==> src/pkg/usb_phy_ctrl_pkg.sv <==
// package: register map, field layout and reset values of the transceiver control registers
// ****************************************************************
// ****************************************************************
package usb_phy_ctrl_pkg;
  // register byte offsets
  localparam logic [7:0]  OFS_POWER_SIG  = 8'h3c;
  localparam logic [7:0]  OFS_XCVR_CTRL  = 8'h40;
  localparam logic [7:0]  OFS_IRQ_STATUS = 8'h44;
  localparam logic [7:0]  OFS_IRQ_MASK   = 8'h48;
  localparam logic [7:0]  OFS_LINE_STAT  = 8'h4c;
  // field positions in the transceiver control register
  localparam int          POS_PD_DIS     = 18;
  localparam int          POS_SE0_CAUSE  = 13;
  localparam int          POS_K_CAUSE    = 12;
  localparam int          POS_FILT_LO    = 8;
  localparam int          POS_HW_RESUME  = 7;
  localparam int          POS_CONF_LO    = 4;
  // power signalling register layout
  localparam int          POS_PS_VALID   = 8;
  // writable masks (everything else reserved)
  localparam logic [31:0] MASK_XCVR_CTRL = 32'h0004_3ff0;
  localparam logic [31:0] MASK_POWER_SIG = 32'h0000_01ff;
  // reset values
  localparam logic [31:0] RST_XCVR_CTRL  = 32'h0000_0000;
  localparam logic [31:0] RST_POWER_SIG  = 32'h0000_0000;
  // line state encodings (dp, dm)
  localparam logic [1:0]  LS_SE0         = 2'b00;
  localparam logic [1:0]  LS_J           = 2'b10;
  localparam logic [1:0]  LS_K           = 2'b01;
  // interrupt status bits
  localparam int          IRQ_SE0        = 0;
  localparam int          IRQ_K          = 1;
  localparam int          IRQ_LINE       = 2;
  // suspend controller states, gray along idle->suspended->resumed
  typedef enum logic [1:0] {
    ST_ACTIVE  = 2'b00,
    ST_SUSPEND = 2'b01,
    ST_RESUMED = 2'b11
  } susp_e;
endpackage

==> src/hw/line_filter.sv <==
// module: line-state filter that holds off changes for 2**sel clocks
`timescale 1ns/10ps
module line_filter #(
  parameter int SEL_W = 4
) (
  // clock and reset
  input  wire logic             pclk,
  input  wire logic             presetn,
  // raw line and delay selection
  input  wire logic [1:0]       line_raw,
  input  wire logic [SEL_W-1:0] delay_log2,
  // filtered line
  output logic      [1:0]       line_filt
);
  localparam int CW = (1 << SEL_W) + 1;
  logic [1:0]    cand_r;    // value being timed
  logic [CW-1:0] cnt_r;     // clocks the candidate has held
  logic [CW-1:0] limit;     // 2**delay_log2

  assign limit = CW'(1) << delay_log2;

  // time each change; propagate after it has held 2**n clocks
  always_ff @(posedge pclk or negedge presetn) begin
    if (!presetn) begin
      cand_r    <= 2'b10;
      cnt_r     <= '0;
      line_filt <= 2'b10;
    end else if (line_raw != cand_r) begin
      cand_r <= line_raw;     // restart on any new change
      cnt_r  <= CW'(1);
    end else if (cand_r != line_filt) begin
      if (cnt_r >= limit) begin
        line_filt <= cand_r;
      end else begin
        cnt_r <= cnt_r + CW'(1);
      end
    end
  end

  // the filtered line only moves once the candidate has held the programmed delay
  a_filter_delay: assert property (@(posedge pclk) disable iff (!presetn)
    (line_filt != $past(line_filt)) |-> ($past(cnt_r) >= $past(limit)))
    else $error("filtered line changed before delay");
endmodule // line_filter

==> src/hw/usb_phy_control_regs.sv <==
// module: apb slave for the usb transceiver control and power signalling registers
//
// The APB register port was left to the implementer.
`timescale 1ns/10ps
module usb_phy_control_regs
  import usb_phy_ctrl_pkg::*;
#(
  parameter int FILT_W = 4
) (
  // apb slave
  input  wire logic        pclk,
  input  wire logic        presetn,
  input  wire logic        psel,
  input  wire logic        penable,
  input  wire logic        pwrite,
  input  wire logic [7:0]  paddr,
  input  wire logic [31:0] pwdata,
  output logic      [31:0] prdata,
  output logic             pready,
  output logic             pslverr,
  // transceiver line and suspend
  input  wire logic [1:0]  line_state,
  input  wire logic        suspended,
  // transceiver controls
  output logic [2:0]       transceiver_config_pins,
  output logic             port_eight_a_pd_dis,
  output logic             port_eight_b_pd_dis,
  output logic             hw_resume,
  // power signalling out
  output logic [7:0]       power_sig_data,
  output logic             power_sig_valid,
  // interrupt
  output logic             irq
);
  import usb_phy_ctrl_pkg::*;

  // ****************************************************************
  // bus decode
  // ****************************************************************
  logic        acc;         // access phase
  logic        wr;          // write takes effect
  logic        hit;         // mapped address
  logic [31:0] ctrl_r;      // transceiver control
  logic [31:0] psig_r;      // power signalling
  logic [2:0]  ista_r;      // interrupt status
  logic [2:0]  imsk_r;      // interrupt mask
  logic [1:0]  line_filt;   // filtered line
  logic [1:0]  filt_prev_r; // previous filtered line
  susp_e       st_r;        // suspend controller state
  logic        se0_evt;     // auto-resume by bus reset
  logic        k_evt;       // auto-resume by k
  logic        line_evt;    // filtered line change
  logic [31:0] rd_mux;      // read data

  assign acc = psel && penable;
  assign wr  = acc && pwrite;
  assign hit = (paddr == OFS_POWER_SIG) || (paddr == OFS_XCVR_CTRL) ||
               (paddr == OFS_IRQ_STATUS) || (paddr == OFS_IRQ_MASK) ||
               (paddr == OFS_LINE_STAT);

  // ****************************************************************
  // line filter
  // ****************************************************************
  line_filter #(.SEL_W(FILT_W)) u_filt (
    .pclk       (pclk),
    .presetn    (presetn),
    .line_raw   (line_state),
    .delay_log2 (ctrl_r[POS_FILT_LO +: FILT_W]),
    .line_filt  (line_filt)
  );

  // ****************************************************************
  // suspend controller
  // ****************************************************************
  // hardware resume: leaves suspend on se0 or k when enabled
  always_ff @(posedge pclk or negedge presetn) begin
    if (!presetn) begin
      st_r <= ST_ACTIVE;
    end else begin
      case (st_r)
        ST_ACTIVE:  if (suspended) st_r <= ST_SUSPEND;
        ST_SUSPEND: if (se0_evt || k_evt) st_r <= ST_RESUMED;
        ST_RESUMED: if (!suspended) st_r <= ST_ACTIVE;
        default:    st_r <= ST_ACTIVE;
      endcase
    end
  end

  assign se0_evt  = (st_r == ST_SUSPEND) && ctrl_r[POS_HW_RESUME] && (line_filt == LS_SE0);
  assign k_evt    = (st_r == ST_SUSPEND) && ctrl_r[POS_HW_RESUME] && (line_filt == LS_K);
  assign line_evt = (line_filt != filt_prev_r);

  // previous filtered line for software polling events
  always_ff @(posedge pclk or negedge presetn) begin
    if (!presetn) filt_prev_r <= 2'b10;
    else          filt_prev_r <= line_filt;
  end

  // ****************************************************************
  // registers
  // ****************************************************************
  // transceiver control; hardware set of cause flags beats a clear
  always_ff @(posedge pclk or negedge presetn) begin
    if (!presetn) begin
      ctrl_r <= RST_XCVR_CTRL;
    end else begin
      if (wr && paddr == OFS_XCVR_CTRL) begin
        ctrl_r <= pwdata & MASK_XCVR_CTRL;
      end
      if (se0_evt) ctrl_r[POS_SE0_CAUSE] <= 1'b1;
      if (k_evt)   ctrl_r[POS_K_CAUSE]   <= 1'b1;
    end
  end

  // power signalling
  always_ff @(posedge pclk or negedge presetn) begin
    if (!presetn)                        psig_r <= RST_POWER_SIG;
    else if (wr && paddr == OFS_POWER_SIG) psig_r <= pwdata & MASK_POWER_SIG;
  end

  // interrupt status, write one to clear, set wins
  always_ff @(posedge pclk or negedge presetn) begin
    if (!presetn) begin
      ista_r <= 3'h0;
    end else begin
      ista_r <= (ista_r & ~((wr && paddr == OFS_IRQ_STATUS) ? pwdata[2:0] : 3'h0))
              | {line_evt, k_evt, se0_evt};
    end
  end

  // interrupt mask
  always_ff @(posedge pclk or negedge presetn) begin
    if (!presetn)                         imsk_r <= 3'h0;
    else if (wr && paddr == OFS_IRQ_MASK) imsk_r <= pwdata[2:0];
  end

  // ****************************************************************
  // outputs
  // ****************************************************************
  always_comb begin
    rd_mux = 32'h0000_0000;
    case (paddr)
      OFS_POWER_SIG:  rd_mux = psig_r;
      OFS_XCVR_CTRL:  rd_mux = ctrl_r;
      OFS_IRQ_STATUS: rd_mux = {29'h0, ista_r};
      OFS_IRQ_MASK:   rd_mux = {29'h0, imsk_r};
      OFS_LINE_STAT:  rd_mux = {28'h0, st_r, line_filt}; // resume polling
      default:        rd_mux = 32'h0000_0000;
    endcase
  end

  // zero-wait-state apb answer: ready in the first access cycle
  always_ff @(posedge pclk or negedge presetn) begin
    if (!presetn) begin
      pready  <= 1'b0;
      pslverr <= 1'b0;
      prdata  <= 32'h0000_0000;
    end else begin
      pready  <= psel && !penable;
      pslverr <= psel && !penable && !hit;
      prdata  <= (psel && !penable && !pwrite) ? rd_mux : 32'h0000_0000;
    end
  end

  // pins from registered control state
  always_ff @(posedge pclk or negedge presetn) begin
    if (!presetn) begin
      transceiver_config_pins <= 3'h0;
      port_eight_a_pd_dis     <= 1'b0;
      port_eight_b_pd_dis     <= 1'b0;
      hw_resume               <= 1'b0;
      power_sig_data          <= 8'h00;
      power_sig_valid         <= 1'b0;
      irq                     <= 1'b0;
    end else begin
      transceiver_config_pins <= ctrl_r[POS_CONF_LO +: 3];
      port_eight_a_pd_dis     <= ctrl_r[POS_PD_DIS];
      port_eight_b_pd_dis     <= ctrl_r[POS_PD_DIS];
      hw_resume               <= ctrl_r[POS_HW_RESUME];
      power_sig_data          <= psig_r[7:0];
      power_sig_valid         <= psig_r[POS_PS_VALID];
      irq                     <= |(ista_r & imsk_r);
    end
  end

  // ****************************************************************
  // assertions
  // ****************************************************************
  a_pulldown_follow: assert property (@(posedge pclk) disable iff (!presetn)
    ##1 port_eight_a_pd_dis == $past(ctrl_r[POS_PD_DIS]))
    else $error("pulldown disable does not follow register");
  a_se0_cause_set: assert property (@(posedge pclk) disable iff (!presetn)
    se0_evt |=> ctrl_r[POS_SE0_CAUSE])
    else $error("se0 cause flag not set");
  a_k_cause_set: assert property (@(posedge pclk) disable iff (!presetn)
    k_evt |=> ctrl_r[POS_K_CAUSE])
    else $error("k cause flag not set");
  a_no_sw_resume: assert property (@(posedge pclk) disable iff (!presetn)
    !ctrl_r[POS_HW_RESUME] |-> !(se0_evt || k_evt))
    else $error("hardware resume while disabled");
  a_config_pins: assert property (@(posedge pclk) disable iff (!presetn)
    $changed(ctrl_r[6:4]) |=> transceiver_config_pins == $past(ctrl_r[6:4]))
    else $error("config pins lag register");
  a_reserved_zero: assert property (@(posedge pclk) disable iff (!presetn)
    ((ctrl_r & ~MASK_XCVR_CTRL) == 32'h0) && ((psig_r & ~MASK_POWER_SIG) == 32'h0))
    else $error("reserved bit set");
  a_cause_sticky: assert property (@(posedge pclk) disable iff (!presetn)
    ctrl_r[POS_SE0_CAUSE] && !(wr && paddr == OFS_XCVR_CTRL) |=> ctrl_r[POS_SE0_CAUSE])
    else $error("se0 cause cleared without write");
  a_apb_ready: assert property (@(posedge pclk) disable iff (!presetn)
    psel && !penable |=> pready ##1 !pready)
    else $error("pready timing wrong");
  c_se0_resume: cover property (@(posedge pclk) disable iff (!presetn) se0_evt);
  c_k_resume:   cover property (@(posedge pclk) disable iff (!presetn) k_evt);
  c_irq:        cover property (@(posedge pclk) disable iff (!presetn) $rose(irq));
endmodule // usb_phy_control_regs

==> config.mk <==
export PLATFORM = sky130hd
export DESIGN_NAME = usb_phy_control_regs
export DESIGN_NICKNAME = d
export VERILOG_FILES = /design/src/pkg/usb_phy_ctrl_pkg.sv /design/src/hw/line_filter.sv /design/src/hw/usb_phy_control_regs.sv
export SDC_FILE = /design/constraint.sdc
export NUM_CORES = 1
export LEC_CHECK = 0
export ABC_CLOCK_PERIOD_IN_PS = 2800
export BUFFER_PORTS_ARGS = -buffer_cell sky130_fd_sc_hd__buf_4
export CORE_AREA = 3 3 95 97
export DETAILED_ROUTE_END_ITERATION = 6
export DIE_AREA = 0 0 98 100
export GPL_TIMING_DRIVEN = 0
export PLACE_DENSITY = 0.78
export SETUP_SLACK_MARGIN = 0.1
export SLEW_MARGIN = 20
export SYNTH_ARGS = -nofsm -noshare
export SYNTH_HDL_FRONTEND = slang
export SYNTH_SLANG_ARGS = --single-unit
==> constraint.sdc <==
create_clock -name pclk -period 2.8 [get_ports pclk]
set_input_delay 0.28 -clock pclk [delete_from_list [all_inputs] [get_ports pclk]]
set_output_delay 0.28 -clock pclk [all_outputs]
set_load 0.005 [all_outputs]
==> results of run 1 <==
==> cells by family after synthesis <==
group / share of synthesized area
compound gates: 0.108
flops: 0.526
simple gates: 0.166
buf+inv: 0.0594
xor+xnor: 0.0133
fa+ha+maj: 0.0563
other cells: 0.000948
mux: 0.0705
==> registers in the layout, indices dropped and copies added, names as in the netlist <==
name and count:
irq 1, transceiver_config_pins 3, power_sig_data 8, hw_resume 1, u_filt.cand_r 2, prdata 15, pslverr 1, port_eight_b_pd_dis 1
ctrl_r 11, power_sig_valid 1, u_filt.line_filt 2, filt_prev_r 2, imsk_r 3, pready 1, ista_r 3, u_filt.cnt_r 17
psig_r 9, st_r 2
==> layout by cell type (no fill, tap or decap), types with 4 or more instances in the layout <==
master and count:
ha_1 14, nand3_1 17, xnor2_1 6, o31ai_1 8
nor2b_4 4, nand4_1 9, dfrtp_1 80, mux2_2 23
conb_1 17, buf_4 92, and3_1 9, clkbuf_1 6
a22oi_1 6, a21oi_2 4, or4_1 8, or4_4 4
a222oi_1 4, nand2_1 37, clkbuf_8 12, a21o_1 5
o21ai_0 4, nor2_1 16, inv_1 10, a21oi_1 16
==> worst min-delay path by stage <==
stage	startpoint	slack (ns)	cells past startpoint	endpoint
after global routing	presetn	0.02	1	ctrl_r[18]$_DFFE_PN0P_
after floorplan	presetn	-0.02	0	ctrl_r[10]$_DFFE_PN0P_
after detailed placement	u_filt.line_filt[0]$_DFFE_PN0P_	0.37	0	filt_prev_r[0]$_DFF_PN0_
after CTS	line_state[1]	0.11	2	u_filt.cand_r[1]$_DFFE_PN1N_
after global placement	u_filt.line_filt[0]$_DFFE_PN0P_	0.35	0	filt_prev_r[0]$_DFF_PN0_
final	presetn	-0.05	1	port_eight_b_pd_dis$_DFF_PN0_
==> cell type report <==
| cell class | count | area (um^2) | share of cell area |
|---|---|---|---|
| tap | 105 | 131 | 0.0253 |
| multi-input combinational | 255 | 1880 | 0.363 |
| clock buffer | 9 | 124 | 0.0239 |
| inverter | 10 | 37.5 | 0.00724 |
| buffer | 34 | 265 | 0.0512 |
| timing repair buffer | 73 | 552 | 0.106 |
| sequential | 83 | 2080 | 0.401 |
| clock inverter | 6 | 113 | 0.0217 |
==> what timing repair did <==
action                                 CTS  global route
resized for setup                       28            22
setup endpoints to repair               19            19
endpoints found under the hold margin    0             0
buffers inserted                         7             3
pin swaps                                8             9
==> stage by stage <==
step           power (uW)  TNS (ns)  cell area [um^2]
2_1_floorplan        1410         0              4060
3_3_place_gp         1510     -1.86              4660
3_5_place_dp         1520     -4.23              4660
4_1_cts              2550    -0.210              5060
5_1_grt              2660     -1.35              5180
6_report             2550    -0.136              5180
==> routing by layer <==
layer | track usage | up-vias | wire length (um)
li1 | - | 1486 | -
met1 | 0.242 | 1515 | 3760
met2 | 0.304 | 166 | 4440
met3 | 0.0410 | 27 | 659
met4 | 0.0916 | 0 | 293
met5 | 0 | - | 0
==> power by group <==
part           internal (uW)  switching, uW
Combinational            116            153
Sequential              1230           23.5
Clock                    593            437
==> results.ini, run 1 <==
[status]
status = complete, but fails checks
violations = hold timing, setup timing

[floorplan]
coreArea_um2 = 8220
io_pins = 98
fp.dieW_um = 98
fp-row-count = 33
start_util = 0.482
die_area_um2 = 9800
die_h_um = 100

[timing]
rsz0062_at_grt = true
slew_viol_final = 0
fmax_mhz = 354
slew_headroom = 0.520
period_share = 1.01
holdWs_ns = -0.0457
setup_viol = 8
fin_crit_ns = 2.83
fin_skew_ns = 0.0121
setup_ws_ns = -0.0284
tightest_slew_ns = 0.721
hold_violations = 57

[yosys]
synth_seq_cells = 83
synth_warnings = 0
seq_area_frac_synth = 0.526
synthArstFlopShare = 1.00
synth_top_area_frac = 0.506
synth_edf_count = 0
syn_area_um2 = 3960
synthTopCellsByArea = dfrtp_1 (51%), mux2_2 (6.5%), ha_1 (5.4%)
synth_cells = 366
synth_commonest_cells = dfrtp_1 (80), nand2_1 (37), mux2_2 (23), a21oi_1 (21)
ys.flop_type = dfrtp_1
avgSynthCellArea_um2 = 10.8
yosysTopAreaCell = dfrtp_1
synth_most_common_cell = dfrtp_1
synth.distinct_cells = 44

[placed_design]
dp_slack_ns = -0.296
port_buffers = 63
place_congestion = 0.878
dp_hpwl_um = 6270
dp.cells = 550

[job]
drv_cap = 0

[drt]
vias = 3194
first_pass_iters = 5
drtAntennaViolNets = 0
drt_wl_total_um = 9140
remaining_drc_errors = 0
wire_per_inst_um = 15.9
drt_iter0_drc = 229
vias_per_cell = 5.55

[final_layout]
layout.nets = 531
diodes = 0
post-route-util = 0.631
syn_to_final_growth_pct = 31.0
fin_cells = 575
n_fill_cell = 610
layout-drive-gt1-share = 0.364

[power_and_ir_drop]
leakage_uw = 0.00252
power_density_nw_per_um2 = 493
vdd.ir_drop.worst_v = 0.000274

[setup_path]
cp_cell_sequence = buf_8 -> nor2b_4 -> nand2_1 -> ha_4 -> a21o_1 -> a21o_1 -> a221o_1 -> o21a_1 -> clkbuf_8 -> or4_4 -> a21oi_4
slowest_delay_ns = 0.53
r2r_slack_ns = -0.03
startpoint = ctrl_r[9]$_DFFE_PN0P_
critical_path_cell_count = 11
path_buf_inv = 2
critPathSlowestCell = or4_4
r2r-end = u_filt.cnt_r[7]$_DFFE_PN0P_
critPathRequiredTime_ns = 3.08
cpMostUsedCell = a21o_1
end_kind = flip-flop
r2r-start = ctrl_r[9]$_DFFE_PN0P_
reg2regPathDepth = 11
cp.arrival_ns = 3.10
cp-start-kind = flip-flop
crit_family = compound AO/OA/AOI/OAI gates
cp_max_fo = 10
setup.worst_path.class = reg2reg
endpoint = u_filt.cnt_r[7]$_DFFE_PN0P_

[grt]
grt_pass1_vias = 3238
grt_remaining_overflow = 0
antenna_found_initial = 0
grt_pass1_wl_um = 15000
grt_max_degree = 84
grt_usage = 0.188

[clocking]
clkLatencyLatePin_ns = 0.35
cts_hold_buffers = 0
root_buffer = clkbuf_8
cts_buffers = 9
htree_levels = 3
cts_sinks = 83
clk_pin_slew_ns = 0.08
cts_tree = done
clk_path_buf_depth = 2

[worst_hold_path]
min_path_type = in2async

(Power assumes the default switching activity.)
==> run 2, diff against run 1 <==
--- a/config.mk
+++ b/config.mk
@@ -5,14 +5,16 @@
 export SDC_FILE = /design/constraint.sdc
 export NUM_CORES = 1
 export LEC_CHECK = 0
+export ABC_AREA = 1
 export ABC_CLOCK_PERIOD_IN_PS = 2800
 export BUFFER_PORTS_ARGS = -buffer_cell sky130_fd_sc_hd__buf_4
-export CORE_AREA = 3 3 95 97
+export CORE_AREA = 3 3 100 102
 export DETAILED_ROUTE_END_ITERATION = 6
-export DIE_AREA = 0 0 98 100
+export DIE_AREA = 0 0 103 105
 export GPL_TIMING_DRIVEN = 0
-export PLACE_DENSITY = 0.78
+export PLACE_DENSITY = 0.79
 export SETUP_SLACK_MARGIN = 0.1
+export SKIP_LAST_GASP = 1
 export SLEW_MARGIN = 20
 export SYNTH_ARGS = -nofsm -noshare
 export SYNTH_HDL_FRONTEND = slang
==> run 2 against run 1 <==
Hold slack better by 0.11 ns. Critical path type unchanged. The run now ends clean. Largest cell class is now multi-input combinational cells. Sequential power up 5%. Synthesized cell count up 41%. Flip-flop and latch count unchanged.
==> results.ini, run 2 <==
[final_layout]
final_cell_mix = nand2_1 (117), buf_4 (83), dfrtp_1 (80)
syn_to_final_growth_pct = 19.3
top_regs = u_filt.cnt_r (17), prdata (15), ctrl_r (11)
diodes = 0
layout_commonest_cell = nand2_1
layout.nets = 672
regMostFlops = u_filt.cnt_r
largest_reg_flops = 17
fin_cells = 723
layout-drive-gt1-share = 0.281

[yosys]
yosys.area_share.simple = 0.313
synth-compound-area-share = 0.0488
avgSynthCellArea_um2 = 8.83
synth-xor-area-share = 0.0381
seq_area_frac_synth = 0.456
syn_area_um2 = 4570
synthTopCellsByArea = dfrtp_1 (44%), nand2_1 (9.6%), ha_1 (4.7%)
synth_cells = 517
yosysTopAreaCell = dfrtp_1
synthArstFlopShare = 1.00
synth_warnings = 0
synth_edf_count = 0
synth.distinct_cells = 41
synth_commonest_cells = nand2_1 (117), dfrtp_1 (80), nor2_1 (42), inv_1 (35), nand3_1 (32)
synth_most_common_cell = nand2_1
synth_top_family_by_area = simple AND/OR/NAND/NOR gates
synth_mux_area_frac = 0
synth_top_area_frac = 0.438
ys.flop_type = dfrtp_1
synth_fa_ha_area_frac = 0.0488
synth_seq_cells = 83

[timing]
fin_skew_ns = 0.0109
slew_headroom = 0.514
rsz0062_at_grt = false
fmax_mhz = 414
period_share = 0.863
setup_ws_ns = 0.384
hold_violations = 0
fin_setup_tns_ns = 0
slew_viol_final = 0
setup_viol = 0
fin_crit_ns = 2.42
tightest_slew_ns = 0.730

[power_and_ir_drop]
vdd.ir_drop.worst_v = 0.000311
leakage_uw = 0.00274
power_density_nw_per_um2 = 497

[setup_path]
cp_max_fo = 10
cp.arrival_ns = 2.68
setup.worst_path.class = reg2reg
critPathRequiredTime_ns = 3.07
end_kind = flip-flop
cp-start-kind = flip-flop

[drt]
vias_per_cell = 5.20
drt_iter0_drc = 194
drtAntennaViolNets = 0
remaining_drc_errors = 0
first_pass_iters = 7
vias = 3762
drt_wl_total_um = 10200
wire_per_inst_um = 14.1

[grt]
grt_max_degree = 84
grt_usage = 0.198
grt_pass1_vias = 3690
grt_remaining_overflow = 0
antenna_found_initial = 0
grt_pass1_wl_um = 17000

[placed_design]
port_buffers = 63
dp_hpwl_um = 7600
dp.cells = 707
place_congestion = 0.911
dp_slack_ns = 0.146

[floorplan]
start_util = 0.497
fp.dieW_um = 103
io_pins = 98
coreArea_um2 = 9200
die_h_um = 105
fp-row-count = 35
die_area_um2 = 10800

[clocking]
htree_levels = 3
clkLatencyLatePin_ns = 0.37
postCtsSetupBuffers = 0
cts_sinks = 83
cts_tree = done
cts_buffers = 9
clk_path_buf_depth = 2
clk_pin_slew_ns = 0.10
root_buffer = clkbuf_8

[worst_hold_path]
min_path_type = in2reg

[job]
drv_cap = 0

[status]
status = finished clean

[run 2: changes by cell type after synthesis, sizes merged, moves of 11 or more]
cell,before,now
a21oi,21,10
inv,10,45
mux2,23,0
nand2,37,132
nand3,18,49
nand4,9,28
nor2,18,49
o21ai,8,27
o31ai,12,1
or4,12,0
[run 2: cells by family (layout without fill, tap and decap cells)]
group | count (synthesis) | after routing
and+or+nand+nor | 273 | 273
DFF | 83 | 83
buffers and inverters | 83 | 162
AOI/OAI and AO/OA | 40 | 40
xor gates and xnor gates | 19 | 19
adders and majority gates | 18 | 18
other | 1 | 17
[run 2: timing repair]
action / CTS / global route
resized for setup: 0 / 3
endpoints found under the hold margin: 0 / 6
hold buffers: 0 / 1
setup endpoints to repair: 0 / 19
[run 2: area by class of cell]
| class | count | area, um^2 |
|---|---|---|
| Buffer | 32 | 240 |
| Clock buffer | 9 | 124 |
| Clock inverter | 7 | 76.3 |
| Fill cell | 771 | 3750 |
| Inverter | 50 | 188 |
| Multi-Input combinational cell | 367 | 2110 |
| Sequential cell | 83 | 2080 |
| Tap cell | 111 | 139 |
| Timing Repair Buffer | 64 | 487 |
[run 2: path summary, 6_finish.rpt]
kind / startpoint / endpoint / slack [ns] / cells after the start
max in group asynchronous: presetn / imsk_r[1]$_DFFE_PN0P_ / 1.79 / 2
worst min register to register: psig_r[1]$_DFFE_PN0P_ / power_sig_data[1]$_DFF_PN0_ / 0.41 / 0
min in group asynchronous: presetn / transceiver_config_pins[1]$_DFF_PN0_ / 0.50 / 2
worst min-delay path: penable / pready$_DFF_PN0_ / 0.07 / 2
worst max register to register: ctrl_r[10]$_DFFE_PN0P_ / u_filt.cnt_r[15]$_DFFE_PN0P_ / 0.38 / 15
worst max-delay path: ctrl_r[10]$_DFFE_PN0P_ / u_filt.cnt_r[15]$_DFFE_PN0P_ / 0.38 / 15
[run 2: metal layers]
metal | GRT usage | wire length, um | vias to the layer above
met2 | 0.313 | 4940 | 145
met4 | 0.0759 | 230 | 0
li1 | - | - | 1838
met1 | 0.264 | 4400 | 1753
met5 | 0 | 0 | -
met3 | 0.0427 | 626 | 26
[run 2: where the power goes]
group,internal (uW),switching (uW)
clock network,356,509
logic,218,300
registers,1260,63.5
total,1830,873
[run 2: worst max-delay path, stage by stage (launching register included)]
cell,delay (ns)
dfrtp_1,0.33
clkbuf_1,0.37
inv_2,0.17
nand4_1,0.12
ha_1,0.24
nand2_2,0.10
inv_1,0.04
nand2_1,0.07
nand2_1,0.05
nand2_1,0.06
o21ai_1,0.07
nor2_2,0.24
nand3_4,0.17
buf_12,0.19
nand3_2,0.06
nand2_2,0.05
[run 2: metrics by stage]
step	utilization	area [um^2]	total power, uW	hold slack, ns
floorplan	-	4630	1710	-0.0156
global placement	0.570	5240	1840	0.385
detailed placement	0.570	5240	1860	0.387
CTS	0.591	5440	2720	0.0588
global route	0.593	5450	2830	0.0626
finish	0.593	5450	2710	0.0691
